## src/dcd_pkg.sv

```systemverilog
// dcd_pkg: constants and carrier types for the direct-command decoder.
// assumes a single 40 MHz clock domain and an AXI4-Lite master.
package dcd_pkg;
    // register byte offsets
    localparam logic [5:0] OFS_CMD = 6'h00;
    localparam logic [5:0] OFS_OPCTRL = 6'h04;
    localparam logic [5:0] OFS_MODECFG = 6'h08;
    localparam logic [5:0] OFS_IOCFG1 = 6'h0C;
    localparam logic [5:0] OFS_IOCFG2 = 6'h10;
    localparam logic [5:0] OFS_RXCFG1 = 6'h14;
    localparam logic [5:0] OFS_ADCOUT = 6'h18;
    localparam logic [5:0] OFS_STATUS = 6'h1C;
    localparam logic [5:0] OFS_GAIN = 6'h20;
    localparam logic [5:0] OFS_CALRES = 6'h24;
    // operation control fields
    localparam int OPC_EN_BIT = 7;
    localparam int OPC_RXEN_BIT = 6;
    localparam int OPC_TXEN_BIT = 3;
    localparam int OPC_WU_BIT = 2;
    // mode configuration fields
    localparam int MC_EXTREG_BIT = 0;
    localparam int MC_CSMCAL_BIT = 1;
    localparam int MC_NFCTGT_BIT = 2;
    // status fields
    localparam int ST_BUSY_BIT = 0;
    localparam int ST_MASK_BIT = 1;
    localparam int ST_TEST_BIT = 2;
    // reset values
    localparam logic [7:0] RST_OPCTRL = 8'h00;
    localparam logic [7:0] RST_MODECFG = 8'h00;
    localparam logic [7:0] RST_IOCFG1 = 8'h00;
    localparam logic [7:0] RST_IOCFG2 = 8'h00;
    localparam logic [7:0] RST_RXCFG1 = 8'h00;
    localparam logic [7:0] RST_RESULT = 8'h00;
    // command codes
    localparam logic [7:0] CMD_SET_DEFAULT = 8'hC1;
    localparam logic [7:0] CMD_PRESET = 8'hCC;
    localparam logic [7:0] CMD_MASK_RX = 8'hD0;
    localparam logic [7:0] CMD_UNMASK_RX = 8'hD1;
    localparam logic [7:0] CMD_MEAS_AMP = 8'hD3;
    localparam logic [7:0] CMD_SQUELCH = 8'hD4;
    localparam logic [7:0] CMD_RESET_GAIN = 8'hD5;
    localparam logic [7:0] CMD_ADJ_REG = 8'hD6;
    localparam logic [7:0] CMD_CAL_MOD = 8'hD7;
    localparam logic [7:0] CMD_CAL_ANT = 8'hD8;
    localparam logic [7:0] CMD_MEAS_PHASE = 8'hD9;
    localparam logic [7:0] CMD_CLR_RSSI = 8'hDA;
    localparam logic [7:0] CMD_CAL_CS = 8'hDD;
    localparam logic [7:0] CMD_MEAS_CAP = 8'hDE;
    localparam logic [7:0] CMD_MEAS_SUPPLY = 8'hDF;
    localparam logic [7:0] CMD_TMR_GP = 8'hE0;
    localparam logic [7:0] CMD_TMR_WU = 8'hE1;
    localparam logic [7:0] CMD_TMR_MRX = 8'hE2;
    localparam logic [7:0] CMD_TMR_NR = 8'hE3;
    localparam logic [7:0] CMD_TEST = 8'hFC;
    // bus responses
    localparam logic [1:0] RESP_OKAY = 2'b00;
    localparam logic [1:0] RESP_SLVERR = 2'b10;

    // one-cycle event outputs
    typedef struct packed {
        logic seq_start;
        logic seq_abort;
        logic term_irq;
        logic preset;
        logic rssi_clear;
        logic fifo_clear;
        logic unmask;
        logic tmr_gp;
        logic tmr_wu;
        logic tmr_mrx;
        logic tmr_nr;
        logic accept;
        logic reject;
    } dcd_pulse_t;

    typedef struct packed {
        logic aw_got;
        logic [5:0] aw_addr;
        logic w_got;
        logic [7:0] w_data;
        logic w_strb0;
        logic bvalid;
        logic [1:0] bresp;
        logic rvalid;
        logic [7:0] rdata;
        logic [1:0] rresp;
        logic [7:0] opctrl;
        logic [7:0] mode_cfg;
        logic [7:0] io_cfg1;
        logic [7:0] io_cfg2;
        logic [7:0] rx_cfg1;
        logic [7:0] adc_out;
        logic [7:0] gain;
        logic [7:0] cal_res;
        logic [7:0] last_code;
        logic busy;
        logic [7:0] seq_code;
        logic seq_irq;
        logic rx_masked;
        logic test_access;
        dcd_pulse_t pulse;
    } dcd_state_t;
endpackage : dcd_pkg

```

## src/dcd_top.sv

```systemverilog
// dcd_top: direct-command decoder with acceptance checks and register file.
// assumes an AXI4-Lite master on CLOCK_I and an analog sequencer that
// answers each SEQ_START_O with one SEQ_DONE_I pulse carrying a result.
//
// The AXI4-Lite register port and the register addresses were chosen for this implementation.
`timescale 1ns/1ps
`default_nettype none
module dcd_top
    import dcd_pkg::*;
#(
    parameter int ADDR_W = 6
) (
    // clock and reset
    input wire logic CLOCK_I,
    input wire logic RESET_N_I,
    // axi4-lite write address and data
    input wire logic [ADDR_W-1:0] AWADDR_I,
    input wire logic AWVALID_I,
    output logic AWREADY_O,
    input wire logic [31:0] WDATA_I,
    input wire logic [3:0] WSTRB_I,
    input wire logic WVALID_I,
    output logic WREADY_O,
    // axi4-lite write response
    output logic [1:0] BRESP_O,
    output logic BVALID_O,
    input wire logic BREADY_I,
    // axi4-lite read
    input wire logic [ADDR_W-1:0] ARADDR_I,
    input wire logic ARVALID_I,
    output logic ARREADY_O,
    output logic [31:0] RDATA_O,
    output logic [1:0] RRESP_O,
    output logic RVALID_O,
    input wire logic RREADY_I,
    // analog sequencer
    output logic SEQ_START_O,
    output logic SEQ_ABORT_O,
    output logic [7:0] SEQ_CODE_O,
    input wire logic SEQ_DONE_I,
    input wire logic [7:0] SEQ_RESULT_I,
    // events and levels towards the rest of the front end
    output logic TERM_IRQ_O,
    output logic PRESET_O,
    output logic RSSI_CLEAR_O,
    output logic FIFO_CLEAR_O,
    output logic RX_UNMASK_O,
    output logic RX_MASK_O,
    output logic TEST_WR_EN_O,
    output logic [7:0] RX_GAIN_O,
    output logic TMR_GP_START_O,
    output logic TMR_WU_START_O,
    output logic TMR_MRX_START_O,
    output logic TMR_NR_START_O,
    output logic CMD_ACCEPT_O,
    output logic CMD_REJECT_O
);
    // the register map needs six address bits
    if (ADDR_W < 6) begin : g_addr_check
        $error("dcd_top: ADDR_W must be at least 6");
    end

    dcd_state_t s_q;
    dcd_state_t s_d;
    logic cmd_fire;
    logic [7:0] code;
    logic known;
    logic ok;

    // unknown codes are filtered before acceptance so they touch nothing
    function automatic logic dcd_known(input logic [7:0] c);
        unique case (c)
            CMD_SET_DEFAULT, CMD_PRESET, CMD_MASK_RX, CMD_UNMASK_RX,
            CMD_MEAS_AMP, CMD_SQUELCH, CMD_RESET_GAIN, CMD_ADJ_REG,
            CMD_CAL_MOD, CMD_CAL_ANT, CMD_MEAS_PHASE, CMD_CLR_RSSI,
            CMD_CAL_CS, CMD_MEAS_CAP, CMD_MEAS_SUPPLY, CMD_TMR_GP,
            CMD_TMR_WU, CMD_TMR_MRX, CMD_TMR_NR, CMD_TEST: return 1'b1;
            default: return 1'b0;
        endcase
    endfunction : dcd_known

    function automatic logic dcd_accept(input logic [7:0] c,
                                        input logic [7:0] op,
                                        input logic [7:0] mc);
        logic en;
        logic rx;
        en = op[OPC_EN_BIT];
        rx = op[OPC_RXEN_BIT];
        unique case (c)
            CMD_SET_DEFAULT, CMD_PRESET, CMD_TEST, CMD_MEAS_CAP: return 1'b1;
            CMD_MASK_RX, CMD_UNMASK_RX, CMD_SQUELCH,
            CMD_TMR_NR: return en & rx;
            CMD_ADJ_REG: return en & ~mc[MC_EXTREG_BIT];
            CMD_CAL_CS: return ~mc[MC_CSMCAL_BIT];
            CMD_TMR_WU: return ~op[OPC_WU_BIT];
            CMD_TMR_MRX: return mc[MC_NFCTGT_BIT];
            default: return en;
        endcase
    endfunction : dcd_accept

    // non-chainable commands run as sequences; only those raise the flag
    function automatic logic dcd_is_seq(input logic [7:0] c);
        unique case (c)
            CMD_MEAS_AMP, CMD_SQUELCH, CMD_ADJ_REG, CMD_CAL_MOD, CMD_CAL_ANT,
            CMD_MEAS_PHASE, CMD_CAL_CS, CMD_MEAS_CAP,
            CMD_MEAS_SUPPLY: return 1'b1;
            default: return 1'b0;
        endcase
    endfunction : dcd_is_seq

    function automatic logic [7:0] dcd_status(input dcd_state_t s);
        logic [7:0] v;
        v = 8'h00;
        v[ST_BUSY_BIT] = s.busy;
        v[ST_MASK_BIT] = s.rx_masked;
        v[ST_TEST_BIT] = s.test_access;
        return v;
    endfunction : dcd_status

    assign cmd_fire = s_q.aw_got & s_q.w_got & ~s_q.bvalid & s_q.w_strb0 &
                      (s_q.aw_addr == OFS_CMD);
    assign code = s_q.w_data;
    assign known = dcd_known(code);
    assign ok = dcd_accept(code, s_q.opctrl, s_q.mode_cfg);

    always_comb begin
        logic [5:0] ra;
        logic rhit;
        logic [7:0] rv;
        logic wr;
        ra = ARADDR_I[5:0];
        rhit = 1'b1;
        rv = 8'h00;
        wr = s_q.aw_got & s_q.w_got & ~s_q.bvalid;
        s_d = s_q;
        s_d.pulse = '0;

        // write channel: address and data taken in either order
        if (AWVALID_I && !s_q.aw_got) begin
            s_d.aw_got = 1'b1;
            s_d.aw_addr = AWADDR_I[5:0];
        end
        if (WVALID_I && !s_q.w_got) begin
            s_d.w_got = 1'b1;
            s_d.w_data = WDATA_I[7:0];
            s_d.w_strb0 = WSTRB_I[0];
        end
        if (s_q.bvalid && BREADY_I) begin
            s_d.bvalid = 1'b0;
        end
        if (wr) begin
            s_d.aw_got = 1'b0;
            s_d.w_got = 1'b0;
            s_d.bvalid = 1'b1;
            s_d.bresp = RESP_OKAY;
            unique case (s_q.aw_addr)
                OFS_OPCTRL: begin
                    if (s_q.w_strb0) s_d.opctrl = s_q.w_data;
                end
                OFS_MODECFG: begin
                    if (s_q.w_strb0) s_d.mode_cfg = s_q.w_data;
                end
                OFS_IOCFG1: begin
                    if (s_q.w_strb0) s_d.io_cfg1 = s_q.w_data;
                end
                OFS_IOCFG2: begin
                    if (s_q.w_strb0) s_d.io_cfg2 = s_q.w_data;
                end
                OFS_RXCFG1: begin
                    if (s_q.w_strb0) s_d.rx_cfg1 = s_q.w_data;
                end
                OFS_CMD, OFS_ADCOUT, OFS_STATUS, OFS_GAIN, OFS_CALRES: begin
                end
                default: s_d.bresp = RESP_SLVERR;
            endcase
        end

        // sequence completion; results are only stored for the running code
        if (s_q.busy && SEQ_DONE_I) begin
            s_d.busy = 1'b0;
            s_d.pulse.term_irq = s_q.seq_irq;
            unique case (s_q.seq_code)
                CMD_MEAS_AMP, CMD_MEAS_PHASE, CMD_MEAS_CAP,
                CMD_MEAS_SUPPLY: s_d.adc_out = SEQ_RESULT_I;
                CMD_SQUELCH: s_d.gain = SEQ_RESULT_I;
                default: s_d.cal_res = SEQ_RESULT_I;
            endcase
        end

        // command decode; a running sequence blocks all but set default
        if (cmd_fire && known) begin
            if (!ok || (s_q.busy && code != CMD_SET_DEFAULT)) begin
                s_d.pulse.reject = 1'b1;
            end else begin
                s_d.pulse.accept = 1'b1;
                s_d.last_code = code;
                if (dcd_is_seq(code)) begin
                    s_d.busy = 1'b1;
                    s_d.seq_code = code;
                    s_d.seq_irq = (code != CMD_SQUELCH);
                    s_d.pulse.seq_start = 1'b1;
                end
                unique case (code)
                    CMD_SET_DEFAULT: begin
                        // keep io config and opctrl
                        s_d.mode_cfg = RST_MODECFG;
                        s_d.rx_cfg1 = RST_RXCFG1;
                        s_d.adc_out = RST_RESULT;
                        s_d.gain = RST_RESULT;
                        s_d.cal_res = RST_RESULT;
                        s_d.last_code = RST_RESULT;
                        s_d.rx_masked = 1'b0;
                        s_d.test_access = 1'b0;
                        s_d.busy = 1'b0;
                        s_d.seq_irq = 1'b0;
                        s_d.pulse.seq_abort = s_q.busy;
                        s_d.pulse.term_irq = 1'b0;
                        s_d.pulse.fifo_clear = s_q.opctrl[OPC_EN_BIT];
                    end
                    CMD_PRESET: s_d.pulse.preset = 1'b1;
                    CMD_MASK_RX: s_d.rx_masked = 1'b1;
                    CMD_UNMASK_RX: begin
                        s_d.rx_masked = 1'b0;
                        s_d.pulse.unmask = 1'b1;
                    end
                    CMD_RESET_GAIN: s_d.gain = s_q.rx_cfg1;
                    CMD_CLR_RSSI: s_d.pulse.rssi_clear = 1'b1;
                    CMD_TMR_GP: s_d.pulse.tmr_gp = 1'b1;
                    CMD_TMR_WU: s_d.pulse.tmr_wu = 1'b1;
                    CMD_TMR_MRX: s_d.pulse.tmr_mrx = 1'b1;
                    CMD_TMR_NR: s_d.pulse.tmr_nr = 1'b1;
                    CMD_TEST: s_d.test_access = 1'b1;
                    default: begin
                    end
                endcase
            end
        end

        // read channel: one cycle from address to data
        unique case (ra)
            OFS_CMD: rv = s_q.last_code;
            OFS_OPCTRL: rv = s_q.opctrl;
            OFS_MODECFG: rv = s_q.mode_cfg;
            OFS_IOCFG1: rv = s_q.io_cfg1;
            OFS_IOCFG2: rv = s_q.io_cfg2;
            OFS_RXCFG1: rv = s_q.rx_cfg1;
            OFS_ADCOUT: rv = s_q.adc_out;
            OFS_STATUS: rv = dcd_status(s_q);
            OFS_GAIN: rv = s_q.gain;
            OFS_CALRES: rv = s_q.cal_res;
            default: rhit = 1'b0;
        endcase
        if (s_q.rvalid && RREADY_I) begin
            s_d.rvalid = 1'b0;
        end
        if (ARVALID_I && !s_q.rvalid) begin
            s_d.rvalid = 1'b1;
            s_d.rdata = rv;
            s_d.rresp = rhit ? RESP_OKAY : RESP_SLVERR;
        end
    end

    always_ff @(posedge CLOCK_I) begin
        if (!RESET_N_I) begin
            s_q <= '0;
            s_q.opctrl <= RST_OPCTRL;
            s_q.mode_cfg <= RST_MODECFG;
            s_q.io_cfg1 <= RST_IOCFG1;
            s_q.io_cfg2 <= RST_IOCFG2;
            s_q.rx_cfg1 <= RST_RXCFG1;
        end else begin
            s_q <= s_d;
        end
    end

    // the write path holds one address and one data word; ready drops
    // while a word waits, which keeps a single write in flight
    assign AWREADY_O = ~s_q.aw_got;
    assign WREADY_O = ~s_q.w_got;
    assign BVALID_O = s_q.bvalid;
    assign BRESP_O = s_q.bresp;
    assign ARREADY_O = ~s_q.rvalid;
    assign RVALID_O = s_q.rvalid;
    assign RDATA_O = {24'h00_0000, s_q.rdata};
    assign RRESP_O = s_q.rresp;
    assign SEQ_START_O = s_q.pulse.seq_start;
    assign SEQ_ABORT_O = s_q.pulse.seq_abort;
    assign SEQ_CODE_O = s_q.seq_code;
    assign TERM_IRQ_O = s_q.pulse.term_irq;
    assign PRESET_O = s_q.pulse.preset;
    assign RSSI_CLEAR_O = s_q.pulse.rssi_clear;
    assign FIFO_CLEAR_O = s_q.pulse.fifo_clear;
    assign RX_UNMASK_O = s_q.pulse.unmask;
    assign RX_MASK_O = s_q.rx_masked;
    assign TEST_WR_EN_O = s_q.test_access;
    assign RX_GAIN_O = s_q.gain;
    assign TMR_GP_START_O = s_q.pulse.tmr_gp;
    assign TMR_WU_START_O = s_q.pulse.tmr_wu;
    assign TMR_MRX_START_O = s_q.pulse.tmr_mrx;
    assign TMR_NR_START_O = s_q.pulse.tmr_nr;
    assign CMD_ACCEPT_O = s_q.pulse.accept;
    assign CMD_REJECT_O = s_q.pulse.reject;
endmodule : dcd_top
`default_nettype wire

```

## config.mk

```make
export PLATFORM = sky130hd
export DESIGN_NAME = dcd_top
export DESIGN_NICKNAME = d
export VERILOG_FILES = /design/src/dcd_pkg.sv /design/src/dcd_top.sv
export SDC_FILE = /design/constraint.sdc
export NUM_CORES = 1
export LEC_CHECK = 0
export ABC_CLOCK_PERIOD_IN_PS = 5500
export BUFFER_PORTS_ARGS = -buffer_cell sky130_fd_sc_hd__buf_2
export CAP_MARGIN = 20
export CELL_PAD_IN_SITES_DETAIL_PLACEMENT = 1
export CELL_PAD_IN_SITES_GLOBAL_PLACEMENT = 2
export CORE_ASPECT_RATIO = 0.8
export CORE_MARGIN = 10
export CORE_UTILIZATION = 35
export CTS_CLUSTER_SIZE = 12
export DETAILED_ROUTE_END_ITERATION = 12
export PLACE_DENSITY = 0.83
export SLEW_MARGIN = 0
export SYNTH_ARGS = -nofsm -noshare
export SYNTH_HDL_FRONTEND = slang
export SYNTH_SLANG_ARGS = --single-unit
```

## constraint.sdc

```tcl
create_clock -name CLOCK_I -period 5.5 [get_ports CLOCK_I]
set_input_delay 0.825 -clock CLOCK_I [delete_from_list [all_inputs] [get_ports CLOCK_I]]
set_output_delay 0.825 -clock CLOCK_I [all_outputs]
set_load 0.005 [all_outputs]
```

==> run_results.csv, run 1 <==
group,metric,value,unit
status,status,"complete, no violations",
global_route,grt_usage,16.0,%
sta,hold_violations,0,
power_and_ir_drop,p_leak,2.95,nW
global_route,grt_pass1_wl,30400,um
synth,yosysSeqAreaShare,40.4,%
setup_path,cp.required,5810,ps
sta,fin_skew,9.40,ps
power_and_ir_drop,total_power,2.13,mW
die,fp-row-count,43,
global_route,antenna_found_initial,0,
hold_path,hold_class,"flip-flop to flip-flop",
clock_tree,cts_made_buffers,17,
drt,ant_nets,0,
sta,fmax,288,MHz
clock_tree,cts_resized,0,
sta,setup_viol,0,
setup_path,path_cells,"nand4b_4 -> nor3_2 -> a21oi_1 -> a31oi_1 -> nand3_2 -> nor4b_1",
synth,synthCells,691,
drt,drt_wl_total,19100,um
cells_and_area,num-fill-cells,2088,
setup_path,crit_slowest_cell,"dfxtp_1",
global_route,grt_pass1_vias,5388,
clock_tree,hold_buffers,0,
sta,slew_viol_final,0,
cells_and_area,final_area,0.00706,mm2
global_route,grt_overflow,0,
die,die-area,0.0236,mm2
job,maxCapViolations,0,
placement,placedInstanceArea,0.00649,mm2
placement,globalplace.congestion,0.837,
synth,async_reset_ff_share,0,%
cells_and_area,final_util,40.5,%
global_route,grt_max_degree,37,
drt,via_per_inst,5.27,
power_and_ir_drop,powerDensity,302,mW/mm2
setup_path,crit_path_end_kind,"flip-flop",
cells_and_area,drive_gt1_share,22.3,%
sta,fin_crit,3480,ps
setup_path,reg2reg_setup_slack,2020,ps
sta,slew_headroom,25.9,%
clock_tree,clockBufferDepth,2,
synth,yosysWarnings,0,
setup_path,crit_path_max_incr_delay,910,ps
synth,syn_area,0.00625,mm2
sta,rsz0062_at_grt,"false",
cells_and_area,n_antenna_cell,0,
cells_and_area,area_growth,12.9,%
synth,synth_edf_count,0,
setup_path,start_kind,"flip-flop",
sta,worstMarginPinSlew,1110,ps
synth,synth_cell_types,68,
setup_path,arrival,3790,ps
die,fp.dieH,140,um
drt,drtPass1Iterations,4,
synth,yosysTopAreaCellShare,40.4,%
drt,drt_iter0_drc,379,
clock_tree,clock_latency,420,ps
setup_path,crit_type,"flip-flop to flip-flop",
clock_tree,root_buffer,"clkbuf_16",
placement,portBuffers,82,
sta,setup_tns,0,ps
clock_tree,clock-sinks,126,
placement,dp_hpwl,13600,um
cells_and_area,layout_common_cells,"dfxtp_1, nor2_1, buf_2, nand2_1, mux2i_1",
synth,synth_top_cells_by_area,"dfxtp_1, mux2i_1, buf_4",
sta,min_period_over_period,63.2,%
clock_tree,htreeDepth,4,
drt,drc_errors,0,
clock_tree,clk_pin_slew,60,ps
die,die_w,169,um
die,initial_utilization,35.9,%
power_and_ir_drop,ir_worst_vdd,0.175,mV
cells_and_area,final_common_cell,"dfxtp_1",
synth,ys.flop_type,"dfxtp_1",
clock_tree,cts_setup_buffers,0,
synth,yosys_register_bits,126,
cells_and_area,finalNetCount,790,
synth,synth.avg_cell_area,9.04,um2
die,ios,136,
synth,synth_top_area_cell,"dfxtp_1",
clock_tree,cts_tree,"built",
setup_path,critPathMaxFanout,20,
drt,vias,5085,
drt,post_drt_wl_per_cell,19.8,um
die,core_area,0.0174,mm2
[where the power goes]
part	switching, mW	internal, mW
Combinational	0.0733	0.0402
Clock	0.415	0.656
Sequential	0.0241	0.923
Total	0.513	1.62
[cell usage after synthesis, types with 3 or more instances]
library cell  number
nand3_1           13
nor3_1            14
or2_2              4
mux2_2            16
buf_1              7
and2_1             8
nor2_1            84
a22oi_1            9
o311ai_0           8
inv_1             14
dfxtp_1          126
buf_4             54
o21ai_0           15
nand4_1            6
nand2b_1           8
nor2b_1            6
buf_2              6
mux2i_1           62
o21a_1             4
mux4_2            11
buf_6              3
clkbuf_1          27
o21ai_1            7
a21oi_1           50
and3_1             3
nand2_1           65
nor4_1             5
nor4_2             5
[kinds of logic after synthesis]
kind of cell	count (synthesis)	synth area share (%)
buffers and inverters	111	10.4
AND/OR/NAND/NOR	246	20.2
flip-flops	126	40.4
other	1	0.0600
XOR/XNOR	2	0.280
AO/OA/AOI/OAI	116	11.9
multiplexers	89	16.8
[layer usage]
metal  share of wire [%]  vias to the layer above  GRT usage, %
li1                    -                     2416             -
met1                  46                     2537          20.5
met2                  47                      113          25.5
met3                 5.3                       19          4.56
met4                 1.3                        0          4.72
met5                   0                        -             0
[sequential cells by signal, indices dropped and copies added, names as in the netlist, 8 cells and up]
name / count
s_q: 75
RDATA_O: 8
RX_GAIN_O: 8
SEQ_CODE_O: 8
code: 8
[stage by stage]
| step | hold WS (ps) | instances | setup WS [ps] |
|---|---|---|---|
| after global routing | 483 | 964 | 1720 |
| after global placement | 440 | 931 | 2290 |
| final | 455 | 964 | 2020 |
| after CTS | 458 | 964 | 1980 |
| after detailed placement | 451 | 932 | 2010 |
| after floorplan | 422 | 716 | 3090 |
[worst paths after layout]
kind                                           start                    to  cells past startpoint
worst min register to register  s_q[90]$_SDFFE_PN0P_  s_q[90]$_SDFFE_PN0P_                      2
worst max-delay path            code[4]$_SDFFE_PN0P_   PRESET_O$_SDFF_PP0_                      6
worst max register to register  code[4]$_SDFFE_PN0P_   PRESET_O$_SDFF_PP0_                      6
worst min-delay path            s_q[90]$_SDFFE_PN0P_  s_q[90]$_SDFFE_PN0P_                      2
[layout make-up]
cell class              instances  area (um2)  area share, %
multi-input cells             479        3180           45.1
repair buffers                 88         453           6.42
clock inverters                 9        85.1           1.21
flip-flops and latches        126        2520           35.8
well taps                     225         282           3.99
clock buffers                  23         478           6.77
inverters                      14        52.6          0.745
[worst max-delay path: cells and delay by family (launching register included)]
| kind | cells | cell delay, ps |
|---|---|---|
| AOI/OAI and AO/OA | 2 | 560 |
| DFF | 1 | 910 |
| and+or+nand+nor | 4 | 1890 |
(Power assumes the default switching activity.)
==> inputs of run 2 (changes only) <==
- ABC_CLOCK_PERIOD_IN_PS: 5500 -> 3340
- CORE_UTILIZATION: 35 -> 33
- PLACE_DENSITY: 0.83 -> 0.78
- clock period: 5.5 -> 3.34 ns (I/O delays scaled with it)
==> run 2 against run 1 <==
  * Sequential share of layout area fell by 0.99 points
  * Final area rose by 2.8%
  * Clock power rose by 77%
  * Utilization fell by 1.0 points
==> run_results.csv, run 2 (synthesis results as in run 1) <==
group,metric,value,unit
cells_and_area,layout_common_cells,"dfxtp_1, nor2_1, buf_2, nand2_1, mux2i_1",
clock_tree,clock_latency,420,ps
clock_tree,cts_setup_buffers,0,
setup_path,crit_buf_inv,1,
cells_and_area,area_growth,16.1,%
cells_and_area,top_register,"s_q",
cells_and_area,stdcell_count,1008,
job,maxCapViolations,0,
setup_path,r2r_cells,7,
clock_tree,cts_tree,"built",
sta,worstMarginPinSlew,768,ps
power_and_ir_drop,seqPwrFrac,42.4,%
sta,rsz0062_at_grt,"false",
global_route,grt_pass1_wl,30400,um
setup_path,crit_path_max_incr_delay,810,ps
power_and_ir_drop,ir_worst_vdd,0.317,mV
drt,drtPass1Iterations,5,
global_route,antenna_found_initial,0,
power_and_ir_drop,powerDensity,504,mW/mm2
clock_tree,htreeDepth,4,
placement,place_inst,976,
power_and_ir_drop,sw_frac_of_total,23.3,%
clock_tree,root_buffer,"clkbuf_16",
sta,fmax,343,MHz
power_and_ir_drop,p_leak,3.05,nW
global_route,grt_usage,15.3,%
setup_path,path_delay_family,"simple AND/OR/NAND/NOR gates",
placement,placedInstanceArea,0.00666,mm2
power_and_ir_drop,internal_power,2.80,mW
cells_and_area,n_antenna_cell,0,
setup_path,crit_path_end_kind,"flip-flop",
cells_and_area,finalNetCount,806,
setup_path,worstSetupPathDepth,7,
sta,fin_crit,2920,ps
hold_path,min_path_cells,3,
global_route,grt_max_degree,49,
setup_path,arrival,3260,ps
sta,slew_viol_final,0,
hold_path,hold_class,"input pin to flip-flop",
cells_and_area,final_common_cell,"dfxtp_1",
drt,drc_errors,0,
power_and_ir_drop,pwr-share-clk,51.8,%
global_route,grt_overflow,0,
power_and_ir_drop,p_sw,0.852,mW
setup_path,crit_type,"flip-flop to flip-flop",
die,ios,136,
cells_and_area,drive_gt1_share,24.1,%
die,initial_utilization,34.0,%
die,fp-row-count,44,
drt,ant_nets,0,
setup_path,crit_slowest_cell,"dfxtp_1",
sta,setup_viol,0,
drt,vias,5150,
power_and_ir_drop,comb_power_share,5.8,%
die,die_w,174,um
setup_path,path_cells,"nand3b_1 -> nor3_1 -> a21boi_0 -> a31oi_1 -> nand3_2 -> buf_4 -> o21ai_0",
setup_path,critPathMaxFanout,17,
drt,drt_iter0_drc,294,
sta,fin_skew,5.79,ps
sta,setup_tns,0,ps
die,core_area,0.0184,mm2
die,fp.dieH,143,um
setup_path,start_kind,"flip-flop",
sta,min_period_over_period,87.3,%
cells_and_area,final_area,0.00726,mm2
clock_tree,hold_buffers,0,
clock_tree,clockBufferDepth,2,
drt,via_per_inst,5.11,
global_route,grt_pass1_vias,5365,
clock_tree,cts_made_buffers,17,
placement,portBuffers,82,
clock_tree,clock-sinks,126,
placement,globalplace.congestion,0.872,
setup_path,cp.required,3680,ps
sta,slew_headroom,48.7,%
clock_tree,clk_pin_slew,60,ps
cells_and_area,largest_register_ff_count,75,
drt,post_drt_wl_per_cell,19.1,um
sta,hold_violations,0,
placement,dp_hpwl,14000,um
drt,drt_wl_total,19300,um
clock_tree,cts_resized,0,
die,die-area,0.0249,mm2
status,status,"complete, no violations",
[run 2: cell count changes in the layout (fill, tap and decap cells not counted)]
cell        previous run  this run
clkbuf_1               3         2
o21ai_4                1         0
buf_2                 83        82
buf_12                 0         1
clkinv_4               1         0
inv_6                  1         0
o21ai_2                0         1
bufinv_16              1         3
clkbuf_8               3         2
clkinvlp_4             3         4
clkinv_2               3         4
buf_4                  5        21
[run 2: layout make-up]
type / instances / area [um2]
fill: 2158 / 11100
multi-input combinational: 479 / 3180
sequential: 126 / 2520
timing repair buffer: 104 / 588
clock buffer: 21 / 460
tap: 253 / 317
clock inverter: 11 / 140
inverter: 14 / 52.6
[run 2: path summary, 6_finish.rpt]
check / startpoint / to / slack, ps
worst max-delay path: code[3]$_SDFFE_PN0P_ / RX_GAIN_O[0]$_SDFF_PN0_ / 420
worst min-delay path: AWVALID_I / s_q[127]$_SDFFE_PP0P_ / 310
worst max register to register: code[3]$_SDFFE_PN0P_ / RX_GAIN_O[0]$_SDFF_PN0_ / 420
worst min register to register: s_q[94]$_SDFFE_PN0P_ / s_q[94]$_SDFFE_PN0P_ / 450
[run 2: per-layer routing]
metal	global-route usage (%)	vias to the layer above	part of all wire, %
met5	0	-	0
met4	4.31	0	1.1
met3	3.61	16	5.1
met2	24.7	127	46
met1	19.9	2568	48
li1	-	2439	-
[run 2: power groups by stage]
| stage | combinational (mW) | sequential, mW | clock (mW) |
|---|---|---|---|
| final | 0.212 | 1.55 | 1.89 |
| after global placement | 0.203 | 1.58 | 0 |
| after detailed placement | 0.210 | 1.58 | 0 |
| after global routing | 0.232 | 1.55 | 1.99 |
| after CTS | 0.211 | 1.55 | 1.92 |
| after floorplan | 0.168 | 1.56 | 0 |
[run 2: worst min-delay path: stages]
cell and delay (ps):
buf_2 80, nor2_1 40, nor2_1 80
[run 2: per-stage QoR]
stage / power (mW) / hold slack [ps] / setup slack [ps] / utilization, %
2_1_floorplan: 1.73 / 422 / 1110 / -
3_3_place_gp: 1.78 / 440 / 574 / 36.2
3_5_place_dp: 1.79 / 448 / 483 / 36.2
4_1_cts: 3.68 / 307 / 466 / 39.5
5_1_grt: 3.77 / 329 / 158 / 39.5
6_report: 3.66 / 315 / 423 / 39.5
